## config.mk

```make
export PLATFORM = sky130hd
export DESIGN_NAME = wce_device_flat
export DESIGN_NICKNAME = d
export VERILOG_FILES = /design/src/verilog/wce_pkg.sv /design/src/verilog/wce_if.sv /design/src/verilog/wce_device.sv /design/src/flat_wrapper.sv
export SDC_FILE = /design/constraint.sdc
export NUM_CORES = 2
export LEC_CHECK = 0
export BUFFER_PORTS_ARGS = -buffer_cell sky130_fd_sc_hd__clkbuf_2
export CORE_UTILIZATION = 60
export CTS_BUF_LIST = sky130_fd_sc_hd__clkbuf_16
export DETAILED_ROUTE_END_ITERATION = 7
export HOLD_SLACK_MARGIN = 0.06
export PLACE_DENSITY = 0.76
export SETUP_SLACK_MARGIN = 0.05
export SKIP_LAST_GASP = 1
export SLEW_MARGIN = 20
export SYNTH_ARGS = -nofsm -noshare
export SYNTH_HDL_FRONTEND = slang
export SYNTH_SLANG_ARGS = --single-unit
```

## constraint.sdc

```tcl
create_clock -name clock_i -period 8.3 [get_ports clock_i]
set_clock_uncertainty 0.05 [all_clocks]
set_input_delay 0.415 -clock clock_i [delete_from_list [all_inputs] [get_ports clock_i]]
set_output_delay 0.415 -clock clock_i [all_outputs]
set_load 0.01 [all_outputs]
```

## src/verilog/wce_pkg.sv

```systemverilog
package wce_pkg;
  localparam int unsigned DATA_W = 32;
  localparam int unsigned CMD_W = 16;
  localparam int unsigned SEL_W = 5;
  localparam int unsigned CAL_POINTS = 8;
  localparam int unsigned THR_COUNT = 6;
  localparam logic [3:0] CAL_MAX = 4'h8;
  // Command codes carried in the command register.
  localparam logic [15:0] CMD_NONE = 16'h0000;
  localparam logic [15:0] CMD_TARE_RD = 16'h0057;
  localparam logic [15:0] CMD_TARE_WR = 16'h0058;
  localparam logic [15:0] CMD_SP1_RD = 16'h005a;
  localparam logic [15:0] CMD_SP2_RD = 16'h005b;
  localparam logic [15:0] CMD_SP3_RD = 16'h005c;
  localparam logic [15:0] CMD_SP1_WR = 16'h005d;
  localparam logic [15:0] CMD_SP2_WR = 16'h005e;
  localparam logic [15:0] CMD_SP3_WR = 16'h005f;
  localparam logic [15:0] CMD_SAVE = 16'h0063;
  localparam logic [15:0] CMD_CAL_ZERO = 16'h0064;
  localparam logic [15:0] CMD_CAL_FIRST = 16'h0065;
  localparam logic [15:0] CMD_SAMPLE_RD = 16'h0066;
  localparam logic [15:0] CMD_SAMPLE_WR = 16'h0067;
  localparam logic [15:0] CMD_CAL_CANCEL = 16'h0068;
  localparam logic [15:0] CMD_CAL_ADD = 16'h006a;
  localparam logic [15:0] CMD_ID_SEND = 16'h0078;
  localparam logic [15:0] CMD_PASS_SEND = 16'h0079;
  localparam logic [15:0] CMD_SEED_RD = 16'h007a;
  localparam logic [15:0] CMD_KEY_RD = 16'h007b;
  localparam logic [15:0] CMD_KEY_WR = 16'h007c;
  localparam logic [15:0] CMD_TARE_ON = 16'h0082;
  // Cyclic module selects.
  localparam logic [4:0] MOD_GROSS = 5'h00;
  localparam logic [4:0] MOD_NET = 5'h01;
  localparam logic [4:0] MOD_PEAK = 5'h02;
  localparam logic [4:0] MOD_SP1 = 5'h03;
  localparam logic [4:0] MOD_HY3 = 5'h08;
  localparam logic [4:0] MOD_DIV = 5'h09;
  localparam logic [4:0] MOD_UNIT = 5'h0a;
  localparam logic [4:0] MOD_INPUTS = 5'h0b;
  localparam logic [4:0] MOD_STATUS = 5'h0c;
  localparam logic [4:0] MOD_SAMPLE = 5'h0d;
  localparam logic [4:0] MOD_SEED = 5'h0e;
  localparam logic [4:0] MOD_KEY = 5'h0f;
  localparam logic [4:0] MOD_TARE = 5'h10;
  // Status bit positions.
  localparam int unsigned ST_GROSS_NEG = 7;
  localparam int unsigned ST_NET_NEG = 8;
  localparam int unsigned ST_PEAK_NEG = 9;
  localparam int unsigned ST_WR_ERR = 13;
  // Special module write values.
  localparam logic [31:0] W_IGNORE = 32'h00000000;
  localparam logic [31:0] W_ZERO = 32'h80000000;
  // Division code table shape.
  localparam logic [4:0] DIV_LAST_INT = 5'h06;
  localparam logic [4:0] DIV_MAX = 5'h12;
  localparam logic [4:0] DIV_GROUP = 5'h03;
  localparam logic [15:0] SEED_RESET = 16'h0000;
  typedef enum logic [2:0] {
    WCE_IDLE = 3'b000,
    WCE_GAP = 3'b001,
    WCE_ISSUE = 3'b010,
    WCE_SETTLE = 3'b011,
    WCE_CAPTURE = 3'b100
  } wce_mstate_type;
endpackage

```

## src/verilog/wce_if.sv

```systemverilog
`timescale 1ns/10ps
interface wce_if;
  logic [15:0] cmd;
  logic [31:0] wr_xchg;
  logic [31:0] rd_xchg;
  logic mod_wr;
  logic [4:0] mod_sel;
  logic [31:0] mod_wdata;
  logic [4:0] mod_rsel;
  logic [31:0] mod_rdata;
  modport device (input cmd, input wr_xchg, input mod_wr, input mod_sel, input mod_wdata,
    input mod_rsel, output rd_xchg, output mod_rdata);
  modport master (output cmd, output wr_xchg, output mod_wr, output mod_sel,
    output mod_wdata, output mod_rsel, input rd_xchg, input mod_rdata);
endinterface

```

## src/verilog/wce_device.sv

```systemverilog
`timescale 1ns/10ps
// Overview of operation
// (RULE1) Setpoints are unsigned integers, decimals implied
// (RULE2) Setpoints volatile; command 99 saves them
// (RULE3) Command 130 applies the loaded preset tare
// (RULE4) Master sends code, 120, reads seed, password, 121
// (RULE5) Seed reads zero once access granted
// (RULE6) Reset clears qualified access
// (RULE7) Calibration commands need qualified access
// (RULE8) Command 100 captures present weight as zero
// (RULE9) Master loads sample by 103 or module
// (RULE10) 101 restarts points; 106 appends a point
// (RULE11) Eight points max; no duplicate, no zero
// (RULE12) Stored point clears the sample weight
// (RULE13) 104 drops real calibration, keeps zero
// (RULE14) Sample taken as signed 32-bit value
// (RULE15) Cyclic modules with documented sizes and access
// (RULE16) Module write zero ignored; MSB-only stores zero; tare and key module writes store the word unchanged
// (RULE17) Out-of-range setpoint rejected, sets write error
// (RULE18) Weights reported as magnitudes, signs in status
// (RULE19) Division code 0 to 18 with decimals
// (RULE20) Read after command; load exchange before write
// (RULE21) Act only when the command value changes
// (RULE22) Unqualified protected commands change nothing
// (RULE23) Write error stays until an accepted write
module wce_device
  import wce_pkg::*;
#(
  parameter logic [15:0] PASS_KEY = 16'h3c5a
)(
  input wire logic clock_i,
  input wire logic nrst_i,
  input wire logic ce_i,
  wce_if.device bus,
  input wire logic [31:0] weight_raw_i,
  input wire logic [31:0] full_scale_i,
  input wire logic [4:0] division_code_i,
  input wire logic [15:0] unit_code_i,
  input wire logic [15:0] inputs_i,
  input wire logic [15:0] status_flags_i,
  output logic nvm_save_o,
  output logic tare_on_o,
  output logic access_granted_o,
  output logic real_cal_o,
  output logic [3:0] cal_count_o,
  output logic [2:0] decimals_o
);
  // The default of PASS_KEY is arbitrary.
  logic [15:0] cmd_prev;
  logic [31:0] thr [THR_COUNT];
  logic [31:0] sample;
  logic [31:0] tare_val;
  logic [31:0] tare_applied;
  logic [31:0] cal_zero;
  logic [31:0] pt_sample [CAL_POINTS];
  logic [31:0] pt_raw [CAL_POINTS];
  logic [15:0] user_key;
  logic [15:0] user_id;
  logic [15:0] seed;
  logic [15:0] seed_gen;
  logic granted;
  logic wr_err;
  logic signed [31:0] gross_s;
  logic signed [31:0] net_s;
  logic signed [31:0] peak_s;
  logic [CAL_POINTS-1:0] dup_hit;
  logic is_new;
  logic do_cal;
  logic cal_ok;
  logic thr_mod;
  logic [2:0] thr_mod_idx;
  logic [31:0] mod_val;
  logic mod_val_ok;
  logic thr_cmd;
  logic [2:0] thr_cmd_idx;
  logic cmd_val_ok;
  logic [15:0] status_word;
  logic [31:0] gross_mag;
  logic [31:0] net_mag;
  logic [31:0] peak_mag;

  function automatic logic in_range(input logic [31:0] v, input logic [31:0] fs);
    in_range = !v[31] && (v <= fs);
  endfunction

  assign is_new = (bus.cmd != cmd_prev) && (bus.cmd != CMD_NONE); // (RULE21)
  assign do_cal = is_new && granted; // (RULE7) (RULE22)

  // Setpoint and sample module writes: the all-zero word is a no-write, the MSB-only word means zero.
  assign mod_val = (bus.mod_wdata == W_ZERO) ? 32'h00000000 : bus.mod_wdata; // (RULE16)
  assign thr_mod = bus.mod_wr && (bus.mod_sel >= MOD_SP1) && (bus.mod_sel <= MOD_HY3)
    && (bus.mod_wdata != W_IGNORE); // (RULE16)
  assign thr_mod_idx = 3'(bus.mod_sel - MOD_SP1);
  assign mod_val_ok = in_range(mod_val, full_scale_i); // (RULE17)
  assign thr_cmd = is_new && (bus.cmd >= CMD_SP1_WR) && (bus.cmd <= CMD_SP3_WR);
  assign thr_cmd_idx = 3'(bus.cmd - CMD_SP1_WR);
  // Over the command path zero is outside the open lower bound.
  assign cmd_val_ok = in_range(bus.wr_xchg, full_scale_i) && (bus.wr_xchg != 32'h00000000);

  genvar gi;
  generate
    for (gi = 0; gi < CAL_POINTS; gi++)
    begin : g_dup
      assign dup_hit[gi] = (4'(gi) < cal_count_o) && (pt_sample[gi] == sample); // (RULE11)
    end
  endgenerate

  assign cal_ok = do_cal && (sample != 32'h00000000)
    && ((bus.cmd == CMD_CAL_FIRST)
    || ((bus.cmd == CMD_CAL_ADD) && (dup_hit == '0) && (cal_count_o < CAL_MAX))); // (RULE11)

  always_ff @(posedge clock_i)
  begin
    if (!nrst_i)
      cmd_prev <= CMD_NONE;
    else if (ce_i)
      cmd_prev <= bus.cmd;
  end

  // Setpoints and hystereses live only here and reset to zero at power-up.
  always_ff @(posedge clock_i)
  begin
    if (!nrst_i)
    begin
      for (int i = 0; i < THR_COUNT; i++)
        thr[i] <= 32'h00000000; // (RULE2)
    end
    else if (ce_i)
    begin
      if (thr_mod && mod_val_ok)
        thr[thr_mod_idx] <= mod_val; // (RULE1)
      if (thr_cmd && cmd_val_ok)
        thr[thr_cmd_idx] <= bus.wr_xchg;
    end
  end

  // A rejection in the same cycle as an acceptance leaves the error set.
  always_ff @(posedge clock_i)
  begin
    if (!nrst_i)
      wr_err <= 1'b0;
    else if (ce_i)
    begin
      if ((thr_mod && !mod_val_ok) || (thr_cmd && !cmd_val_ok))
        wr_err <= 1'b1; // (RULE17)
      else if (thr_mod || thr_cmd)
        wr_err <= 1'b0; // (RULE23)
    end
  end

  always_ff @(posedge clock_i)
  begin
    if (!nrst_i)
      nvm_save_o <= 1'b0;
    else if (ce_i)
      nvm_save_o <= is_new && (bus.cmd == CMD_SAVE); // (RULE2)
  end

  always_ff @(posedge clock_i)
  begin
    if (!nrst_i)
    begin
      tare_val <= 32'h00000000;
      tare_applied <= 32'h00000000;
      tare_on_o <= 1'b0;
    end
    else if (ce_i)
    begin
      if (bus.mod_wr && (bus.mod_sel == MOD_TARE))
        tare_val <= bus.mod_wdata;
      if (is_new && (bus.cmd == CMD_TARE_WR))
        tare_val <= bus.wr_xchg;
      if (is_new && (bus.cmd == CMD_TARE_ON))
      begin
        tare_applied <= tare_val; // (RULE3)
        tare_on_o <= 1'b1;
      end
    end
  end

  // A fresh sample write in the cycle of a store wins over the clear.
  always_ff @(posedge clock_i)
  begin
    if (!nrst_i)
      sample <= 32'h00000000;
    else if (ce_i)
    begin
      if (cal_ok)
        sample <= 32'h00000000; // (RULE12)
      if (bus.mod_wr && (bus.mod_sel == MOD_SAMPLE) && (bus.mod_wdata != W_IGNORE))
        sample <= mod_val; // (RULE16)
      if (is_new && (bus.cmd == CMD_SAMPLE_WR))
        sample <= bus.wr_xchg; // (RULE14)
    end
  end

  always_ff @(posedge clock_i)
  begin
    if (!nrst_i)
    begin
      cal_zero <= 32'h00000000;
      cal_count_o <= 4'h0;
      for (int i = 0; i < CAL_POINTS; i++)
      begin
        pt_sample[i] <= 32'h00000000;
        pt_raw[i] <= 32'h00000000;
      end
    end
    else if (ce_i)
    begin
      if (do_cal && (bus.cmd == CMD_CAL_ZERO))
        cal_zero <= weight_raw_i; // (RULE8)
      if (do_cal && (bus.cmd == CMD_CAL_CANCEL))
        cal_count_o <= 4'h0; // (RULE13)
      if (cal_ok && (bus.cmd == CMD_CAL_FIRST))
      begin
        pt_sample[0] <= sample; // (RULE10)
        pt_raw[0] <= weight_raw_i;
        cal_count_o <= 4'h1;
      end
      else if (cal_ok)
      begin
        pt_sample[cal_count_o[2:0]] <= sample; // (RULE10)
        pt_raw[cal_count_o[2:0]] <= weight_raw_i;
        cal_count_o <= cal_count_o + 4'h1;
      end
    end
  end

  assign real_cal_o = (cal_count_o != 4'h0);

  // The seed source free-runs so each access attempt sees a different seed.
  always_ff @(posedge clock_i)
  begin
    if (!nrst_i)
      seed_gen <= 16'h0001;
    else if (ce_i)
      seed_gen <= {seed_gen[14:0], seed_gen[15] ^ seed_gen[13] ^ seed_gen[12] ^ seed_gen[10]};
  end

  always_ff @(posedge clock_i)
  begin
    if (!nrst_i)
    begin
      granted <= 1'b0; // (RULE6)
      seed <= SEED_RESET;
      user_key <= 16'h0000;
      user_id <= 16'h0000;
    end
    else if (ce_i)
    begin
      if (bus.mod_wr && (bus.mod_sel == MOD_KEY))
        user_key <= bus.mod_wdata[15:0];
      if (is_new && (bus.cmd == CMD_KEY_WR))
        user_key <= bus.wr_xchg[15:0];
      if (is_new && (bus.cmd == CMD_ID_SEND))
      begin
        user_id <= user_key;
        seed <= seed_gen;
        granted <= 1'b0;
      end
      if (is_new && (bus.cmd == CMD_PASS_SEND))
      begin
        if ((seed != 16'h0000) && (user_key == (seed ^ user_id ^ PASS_KEY)))
        begin
          granted <= 1'b1;
          seed <= 16'h0000; // (RULE5)
        end
        else
          granted <= 1'b0;
      end
    end
  end

  assign access_granted_o = granted;

  always_ff @(posedge clock_i)
  begin
    if (!nrst_i)
    begin
      gross_s <= 32'sh0;
      net_s <= 32'sh0;
      peak_s <= 32'sh0;
    end
    else if (ce_i)
    begin
      gross_s <= $signed(weight_raw_i - cal_zero);
      net_s <= $signed(weight_raw_i - cal_zero - tare_applied);
      if ($signed(weight_raw_i - cal_zero) > peak_s)
        peak_s <= $signed(weight_raw_i - cal_zero);
    end
  end

  assign gross_mag = gross_s[31] ? 32'(-gross_s) : gross_s; // (RULE18)
  assign net_mag = net_s[31] ? 32'(-net_s) : net_s;
  assign peak_mag = peak_s[31] ? 32'(-peak_s) : peak_s;

  always_comb
  begin
    status_word = status_flags_i;
    status_word[ST_GROSS_NEG] = gross_s[31]; // (RULE18)
    status_word[ST_NET_NEG] = net_s[31];
    status_word[ST_PEAK_NEG] = peak_s[31];
    status_word[ST_WR_ERR] = wr_err; // (RULE17)
  end

  always_comb
  begin
    if (division_code_i <= DIV_LAST_INT)
      decimals_o = 3'h0; // (RULE19)
    else if (division_code_i > DIV_MAX)
      decimals_o = 3'h4;
    else
      decimals_o = 3'((division_code_i - DIV_LAST_INT - 5'h01) / DIV_GROUP + 5'h01);
  end

  always_ff @(posedge clock_i)
  begin
    if (!nrst_i)
      bus.rd_xchg <= 32'h00000000;
    else if (ce_i && is_new)
    begin
      unique case (bus.cmd)
        CMD_TARE_RD: bus.rd_xchg <= tare_val; // (RULE20)
        CMD_SP1_RD: bus.rd_xchg <= thr[0];
        CMD_SP2_RD: bus.rd_xchg <= thr[1];
        CMD_SP3_RD: bus.rd_xchg <= thr[2];
        CMD_SAMPLE_RD: bus.rd_xchg <= sample;
        CMD_SEED_RD: bus.rd_xchg <= {16'h0000, seed};
        CMD_KEY_RD: bus.rd_xchg <= {16'h0000, user_key};
        default: bus.rd_xchg <= bus.rd_xchg;
      endcase
    end
  end

  // Write-only command module reads as zero.
  always_ff @(posedge clock_i)
  begin
    if (!nrst_i)
      bus.mod_rdata <= 32'h00000000;
    else if (ce_i)
    begin
      unique case (bus.mod_rsel)
        MOD_GROSS: bus.mod_rdata <= gross_mag; // (RULE15)
        MOD_NET: bus.mod_rdata <= net_mag;
        MOD_PEAK: bus.mod_rdata <= peak_mag;
        5'h03, 5'h04, 5'h05, 5'h06, 5'h07, 5'h08:
          bus.mod_rdata <= thr[3'(bus.mod_rsel - MOD_SP1)];
        MOD_DIV: bus.mod_rdata <= {27'h0000000, division_code_i};
        MOD_UNIT: bus.mod_rdata <= {16'h0000, unit_code_i};
        MOD_INPUTS: bus.mod_rdata <= {16'h0000, inputs_i};
        MOD_STATUS: bus.mod_rdata <= {16'h0000, status_word};
        MOD_SAMPLE: bus.mod_rdata <= sample;
        MOD_SEED: bus.mod_rdata <= {16'h0000, seed};
        MOD_KEY: bus.mod_rdata <= {16'h0000, user_key};
        MOD_TARE: bus.mod_rdata <= tare_val;
        default: bus.mod_rdata <= 32'h00000000;
      endcase
    end
  end
endmodule

```

## src/flat_wrapper.sv

```systemverilog
// flat-port wrapper written by rule: the top's interface ports become plain ports
module wce_device_flat import wce_pkg::*;
#(
  parameter logic [15:0] PASS_KEY = 16'h3c5a
)
  (clock_i, nrst_i, ce_i, weight_raw_i, full_scale_i, division_code_i, unit_code_i, inputs_i, status_flags_i, nvm_save_o, tare_on_o, access_granted_o, real_cal_o, cal_count_o, decimals_o, bus_cmd, bus_wr_xchg, bus_mod_wr, bus_mod_sel, bus_mod_wdata, bus_mod_rsel, bus_rd_xchg, bus_mod_rdata);
  wce_if bus_i ();
  input wire logic clock_i;
  input wire logic nrst_i;
  input wire logic ce_i;
  input wire logic [31:0] weight_raw_i;
  input wire logic [31:0] full_scale_i;
  input wire logic [4:0] division_code_i;
  input wire logic [15:0] unit_code_i;
  input wire logic [15:0] inputs_i;
  input wire logic [15:0] status_flags_i;
  output logic nvm_save_o;
  output logic tare_on_o;
  output logic access_granted_o;
  output logic real_cal_o;
  output logic [3:0] cal_count_o;
  output logic [2:0] decimals_o;
  input wire logic [$bits(bus_i.cmd)-1:0] bus_cmd;
  input wire logic [$bits(bus_i.wr_xchg)-1:0] bus_wr_xchg;
  input wire logic [$bits(bus_i.mod_wr)-1:0] bus_mod_wr;
  input wire logic [$bits(bus_i.mod_sel)-1:0] bus_mod_sel;
  input wire logic [$bits(bus_i.mod_wdata)-1:0] bus_mod_wdata;
  input wire logic [$bits(bus_i.mod_rsel)-1:0] bus_mod_rsel;
  output wire logic [$bits(bus_i.rd_xchg)-1:0] bus_rd_xchg;
  output wire logic [$bits(bus_i.mod_rdata)-1:0] bus_mod_rdata;
  assign bus_i.cmd = bus_cmd;
  assign bus_i.wr_xchg = bus_wr_xchg;
  assign bus_i.mod_wr = bus_mod_wr;
  assign bus_i.mod_sel = bus_mod_sel;
  assign bus_i.mod_wdata = bus_mod_wdata;
  assign bus_i.mod_rsel = bus_mod_rsel;
  assign bus_rd_xchg = bus_i.rd_xchg;
  assign bus_mod_rdata = bus_i.mod_rdata;
  wce_device #(.PASS_KEY(PASS_KEY)) u_core (.clock_i(clock_i), .nrst_i(nrst_i), .ce_i(ce_i), .bus(bus_i), .weight_raw_i(weight_raw_i), .full_scale_i(full_scale_i), .division_code_i(division_code_i), .unit_code_i(unit_code_i), .inputs_i(inputs_i), .status_flags_i(status_flags_i), .nvm_save_o(nvm_save_o), .tare_on_o(tare_on_o), .access_granted_o(access_granted_o), .real_cal_o(real_cal_o), .cal_count_o(cal_count_o), .decimals_o(decimals_o));
endmodule
```

* Yosys cells after proc, flatten, opt, wreduce, memory -nomap -nowiden
Memories as Yosys holds them, arrays and structs flattened. Index checks and enable logic that the tools add are counted.
Word-level totals: bits in registers 376, memory bits (writable) 448, output and inout bits 75, memories 2
Cells by class: $add $sub $neg 12, divide/modulo/power cells 1, $lt $le $gt $ge 18, eq/ne operators 48, multiplexer cells 54, bitwise gates (word level) 6, reduce and logical (&&, ||, !) cells 79
Memory list:
- u_core.pt_sample | depth 8, width 32, rd ports 8, clocked after memory_dff 0, write ports 8, line wce_device.sv:55 | logic [31:0] pt_sample [CAL_POINTS];
- u_core.thr | depth 6, width 32, rd ports 4, clocked after memory_dff 0, write ports 6, line wce_device.sv:50 | logic [31:0] thr [THR_COUNT];
Operators by type and width (count):
- $mux W32 | 13
- $pmux W32 S12 | 1
- $eq A16 B7 Y1 const B | 17
- $eq A32 B32 Y1 | 8
- $pmux W32 S7 | 1
- $neg A32 Y32 | 3
- $reduce_bool A32 Y1 | 3
- $reduce_or A32 Y1 | 3
- $mux W16 | 5
- $le A32 B32 Y1 | 2
- $sub A32 B32 Y32 | 2
- $eq A5 B4 Y1 const B | 10
- $logic_and A1 B1 Y1 | 42
- $eq A32 B32 Y1 const B | 1
- $gt A32 B32 Y1 | 1
- $reduce_bool A16 Y1 | 2
- $mux W1 | 26
- $reduce_and A2 Y1 | 11
- $eq A5 B3 Y1 const B | 4
- $eq A16 B16 Y1 | 1
- $eq A16 B8 Y1 const B | 1
- $ge A16 B7 Y1 const B | 1
- $le A16 B7 Y1 const B | 1
- $lt A3 B4 Y1 const A | 4
- 33 further kinds | 55

* Logic depth before layout (Yosys ltp)
word-level depth 14, gate-level depth with buffers 25

* Worst setup path before layout
OpenSTA, ideal clock, no wires.
path type input to register, start point in bus_mod_wdata[0], end point mem u_core.thr[0][0] (enable), setup time 533 ps, arrival time 6595 ps, required time 7717 ps, slack 1122 ps, cell stages on the path 10, path through clkbuf_1 -> nor4_1 -> nand4_1 -> o21a_1 -> ha_1 -> nand4_1 -> nor4_1 -> a32oi_1 -> or4b_2 -> o311ai_0
RTL lines:
- start, declared | line flat_wrapper.sv:27 | input wire logic [$bits(bus_i.mod_wdata)-1:0] bus_mod_wdata;
- end, declared | line wce_device.sv:50

* Worst setup path after layout
start point in weight_raw_i[0], end point reg u_core.peak_s[7]
Between the ends: longest elaborated chain between the ends 3
Ends and longest elaborated chain:
- start, declared | line flat_wrapper.sv:11 | input wire logic [31:0] weight_raw_i;
- $sub A32 B32 Y32 (*) | line wce_device.sv:289, wce_device.sv:290
- $gt A32 B32 Y1 | line wce_device.sv:289 | if ($signed(weight_raw_i - cal_zero) > peak_s)
- $reduce_and A2 Y1 (no line)
- end signal, assigned | line wce_device.sv:290 | peak_s <= $signed(weight_raw_i - cal_zero);
- end, declared | line wce_device.sv:65 | logic signed [31:0] peak_s;
Every way passes the cells marked *; elsewhere a longest branch is shown, timed or not. A chain may end at the register's enable or synchronous reset.

==> metrics.txt <==
status=finished, final reports clean; Hold Path End=u_core.gross_s[0]; Critical Path AT=about 7 ns; CTS Buffer Depth=3; Logic pwr share=0.148; Routed Antenna Nets=0; later-pin clock latency in the skew report=between 0.6 and 0.7 ns; Area after DPL=about 0.053 mm^2; pin count of the biggest net entering global routing=97; Hold Fails Final Rpt=0; GPL Wtd Cong=between 0.9 and 1; Max-Cap Viols=0; internal power=about 7.5 mW; Design Power=10.5 mW; Rel. slew slack=0.230; CTS tree=built; Seq/Total Area, Yosys=0.434; DRC=0; DIE AREA=0.0854 mm^2; Mapped Area=0.0506 mm^2; Fmax=roughly 150 MHz; number of antenna violations at the first check in global routing=8; Mapped Cells=5,125; TritonCTS buffer count=93; setup bufs post-CTS=0; nets@finish=between 5,000 and 6,000; global-route wire length before repair=253,000 um; xor-xnor portion of the synthesized cell area=0.0733; Worst R2R Setup Slack=around 1.9 ns; Cell Count Post-Placement=6,186; r2r worst-path depth=22; Yosys reg bits=856; setup slack after layout=between 1.5 and 2 ns; Synth Area in Simple Gates=0.160; Switch Pwr=2.91 mW; CP Max Fanout=34; Area growth syn-to-layout=11.0%; RR Endpoint=u_core.peak_s[7]; area leader, netlist=edfxtp_1; Die Ht=about 290 um; r2r startpoint=u_core.cal_zero[0]; switching share of total power=0.278; Non-Filler Instances=6,411; Rows=106; Final setup violation count=0; vias=43,000; Most used DFF post-synth=edfxtp_1; Synth Area in Adders=0.0458; mux share of post-synthesis cell area=0.117; Pre-antenna DRT Iters=6; final period utilization=0.788; Worst Setup End Kind=flop; clock network power share=0.397; HP Start=ce_i; post-DR wirelength/cell=26.9 um; Synth Area in Compound Gates=0.121; Chip Width=292 um; Max Slew Vio Count=0; post-synth top area share=0.285; Async SR Flop Fraction=0; IO Port Bufs=281; detailed placement HPWL=115,000 um; Fin Setup TNS=0 ns; post-CTS resize count=0; most used cell, CP=o21ai_0; vias in the first global route=40,000; Required @ worst endpoint=8.76 ns; Fillers=6,492; number of synthesized flops with an enable pin=480; average size of a mapped cell=9.87 um^2; Synth area leaders=edfxtp_1 (29%), dfxtp_1 (15%), mux2i_1 (6.7%); CP max-delay cell=nand2_2; total clock sinks=856; WHS=0.0829 ns; hold path depth=2; Hold-fix buffers, CTS=between 40 and 50; Top reg by flops=u_core.thr; power per cell area=between 150 and 200 mW/mm^2; Top Registers=u_core.thr: 256 flops, u_core.pt_sample: 224 flops; Worst-Margin Slew=1.15 ns; grt ovf=0; Synth warnings=0; Final min period=between 6 and 7 ns; initial DRC count=a little over 6,000; Vias/cell=6.71; CP Class=input pin to flop; Design Area, Final=0.0561 mm^2; dpl ws=1.79 ns; leak pwr=22.3 nW; sequential share of power=0.456; GRT Overall Usage=0.393; Reg clk slew, reported paths=around 0.06 ns; max reg flops=256; layout cells sized above 1=0.143; library cells used by synthesis=~80; maximum vdd drop=approximately 0.00017 V; Min-Delay Path Class=input pin to flop; commonest cells after routing, fill and taps aside=edfxtp_1 (480), nor2_1 (432), dfxtp_1 (375); I/O pin cnt=286; commonest non-fill, non-tap cell in the layout=edfxtp_1; clk root buf=clkbuf_16; Core Region=0.0836 mm^2; drt total wl=172,000 um; crit start category=input pin; Worst path max stage delay=approximately 0.75 ns; Multi-input gate area=0.0263 mm^2; fin util=0.672; # H-tree levels=3; RSZ-0062 raised after global routing=no; initial core utilization=0.605; largest family of logic cells by synthesized area=simple AND/OR/NAND/NOR gates; register area=between 0.02 and 0.025 mm^2
[power groups by stage]
| stage | registers (mW) | logic, mW | clock network, mW |
|---|---|---|---|
| 2_1_floorplan | 4.82 | 1.00 | 0 |
| 3_3_place_gp | 4.84 | 1.44 | 0 |
| 3_5_place_dp | 4.85 | 1.47 | 0 |
| 4_1_cts | 4.76 | 1.49 | 4.14 |
| 5_1_grt | 4.78 | 1.64 | 4.31 |
| 6_report | 4.76 | 1.54 | 4.15 |
[cell type report]
type                    instances  share of cell area
well taps                    1080              0.0241
flip-flops and latches        856               0.391
diodes                          8            0.000357
inverters                     198              0.0134
repair buffers                442              0.0486
clock buffers                  99              0.0442
multi-input cells            3652               0.469
clock inverters                76             0.00930
[synthesized netlist by cell type (14+ instances only)]
| cell type | n |
|---|---|
| or4_1 | 16 |
| mux2_2 | 96 |
| a221oi_1 | 29 |
| nor2b_1 | 15 |
| o21a_1 | 14 |
| edfxtp_1 | 480 |
| nand3_1 | 57 |
| o21ai_0 | 154 |
| mux4_2 | 64 |
| o31ai_1 | 33 |
| o41ai_1 | 14 |
| a22oi_1 | 127 |
| ha_1 | 182 |
| nand2_1 | 343 |
| xnor2_1 | 297 |
| nor3_1 | 48 |
| buf_1 | 40 |
| a21oi_1 | 268 |
| mux2i_1 | 338 |
| and2_1 | 266 |
| nor4_1 | 70 |
| nor2_1 | 442 |
| dfxtp_1 | 376 |
| nand4_1 | 248 |
| clkbuf_1 | 343 |
| a21o_1 | 57 |
| inv_1 | 195 |
| or3_1 | 17 |
| buf_4 | 21 |
| a211oi_1 | 105 |
| xor2_1 | 126 |
| nand2b_1 | 27 |
[logic make-up (layout without fill, tap and decap cells)]
family | count (synthesis) | in the layout
AND/OR/NAND/NOR | 1605 | 1605
AO/OA/AOI/OAI | 934 | 934
flip-flops | 856 | 856
buffers and inverters | 624 | 815
multiplexers | 498 | 498
XOR/XNOR | 423 | 423
adder cells (fa/ha/maj) | 184 | 184
other | 1 | 16
[how the worst max path moves through the flow]
stage	from	to
after CTS	weight_raw_i[0]	u_core.peak_s[4]
after floorplan	bus_mod_wdata[0]	u_core.thr[0][0]
after detailed placement	weight_raw_i[0]	u_core.peak_s[4]
after global routing	weight_raw_i[0]	u_core.peak_s[7]
after global placement	weight_raw_i[0]	u_core.peak_s[11]
final	weight_raw_i[0]	u_core.peak_s[7]
[per-layer routing]
metal,GRT usage,wire length (um),part of all wire,vias up
met5,0,167,0.00097,-
met4,0.176,8500,0.049,12
met1,0.534,65800,0.38,20700
met3,0.113,24000,0.14,550
met2,0.583,73700,0.43,2983
li1,-,-,-,18800
[worst max-delay path, delay by kind of cell]
kind / cells / cell delay (ns)
AND/OR/NAND/NOR: 5 / 1.63
buffers and inverters: 5 / 0.94
XOR/XNOR: 1 / 0.09
AO/OA/AOI/OAI: 9 / 2.41
adder cells (fa/ha/maj): 3 / 0.86
multiplexers: 2 / 0.68
Power figures use the tool's default switching activity.
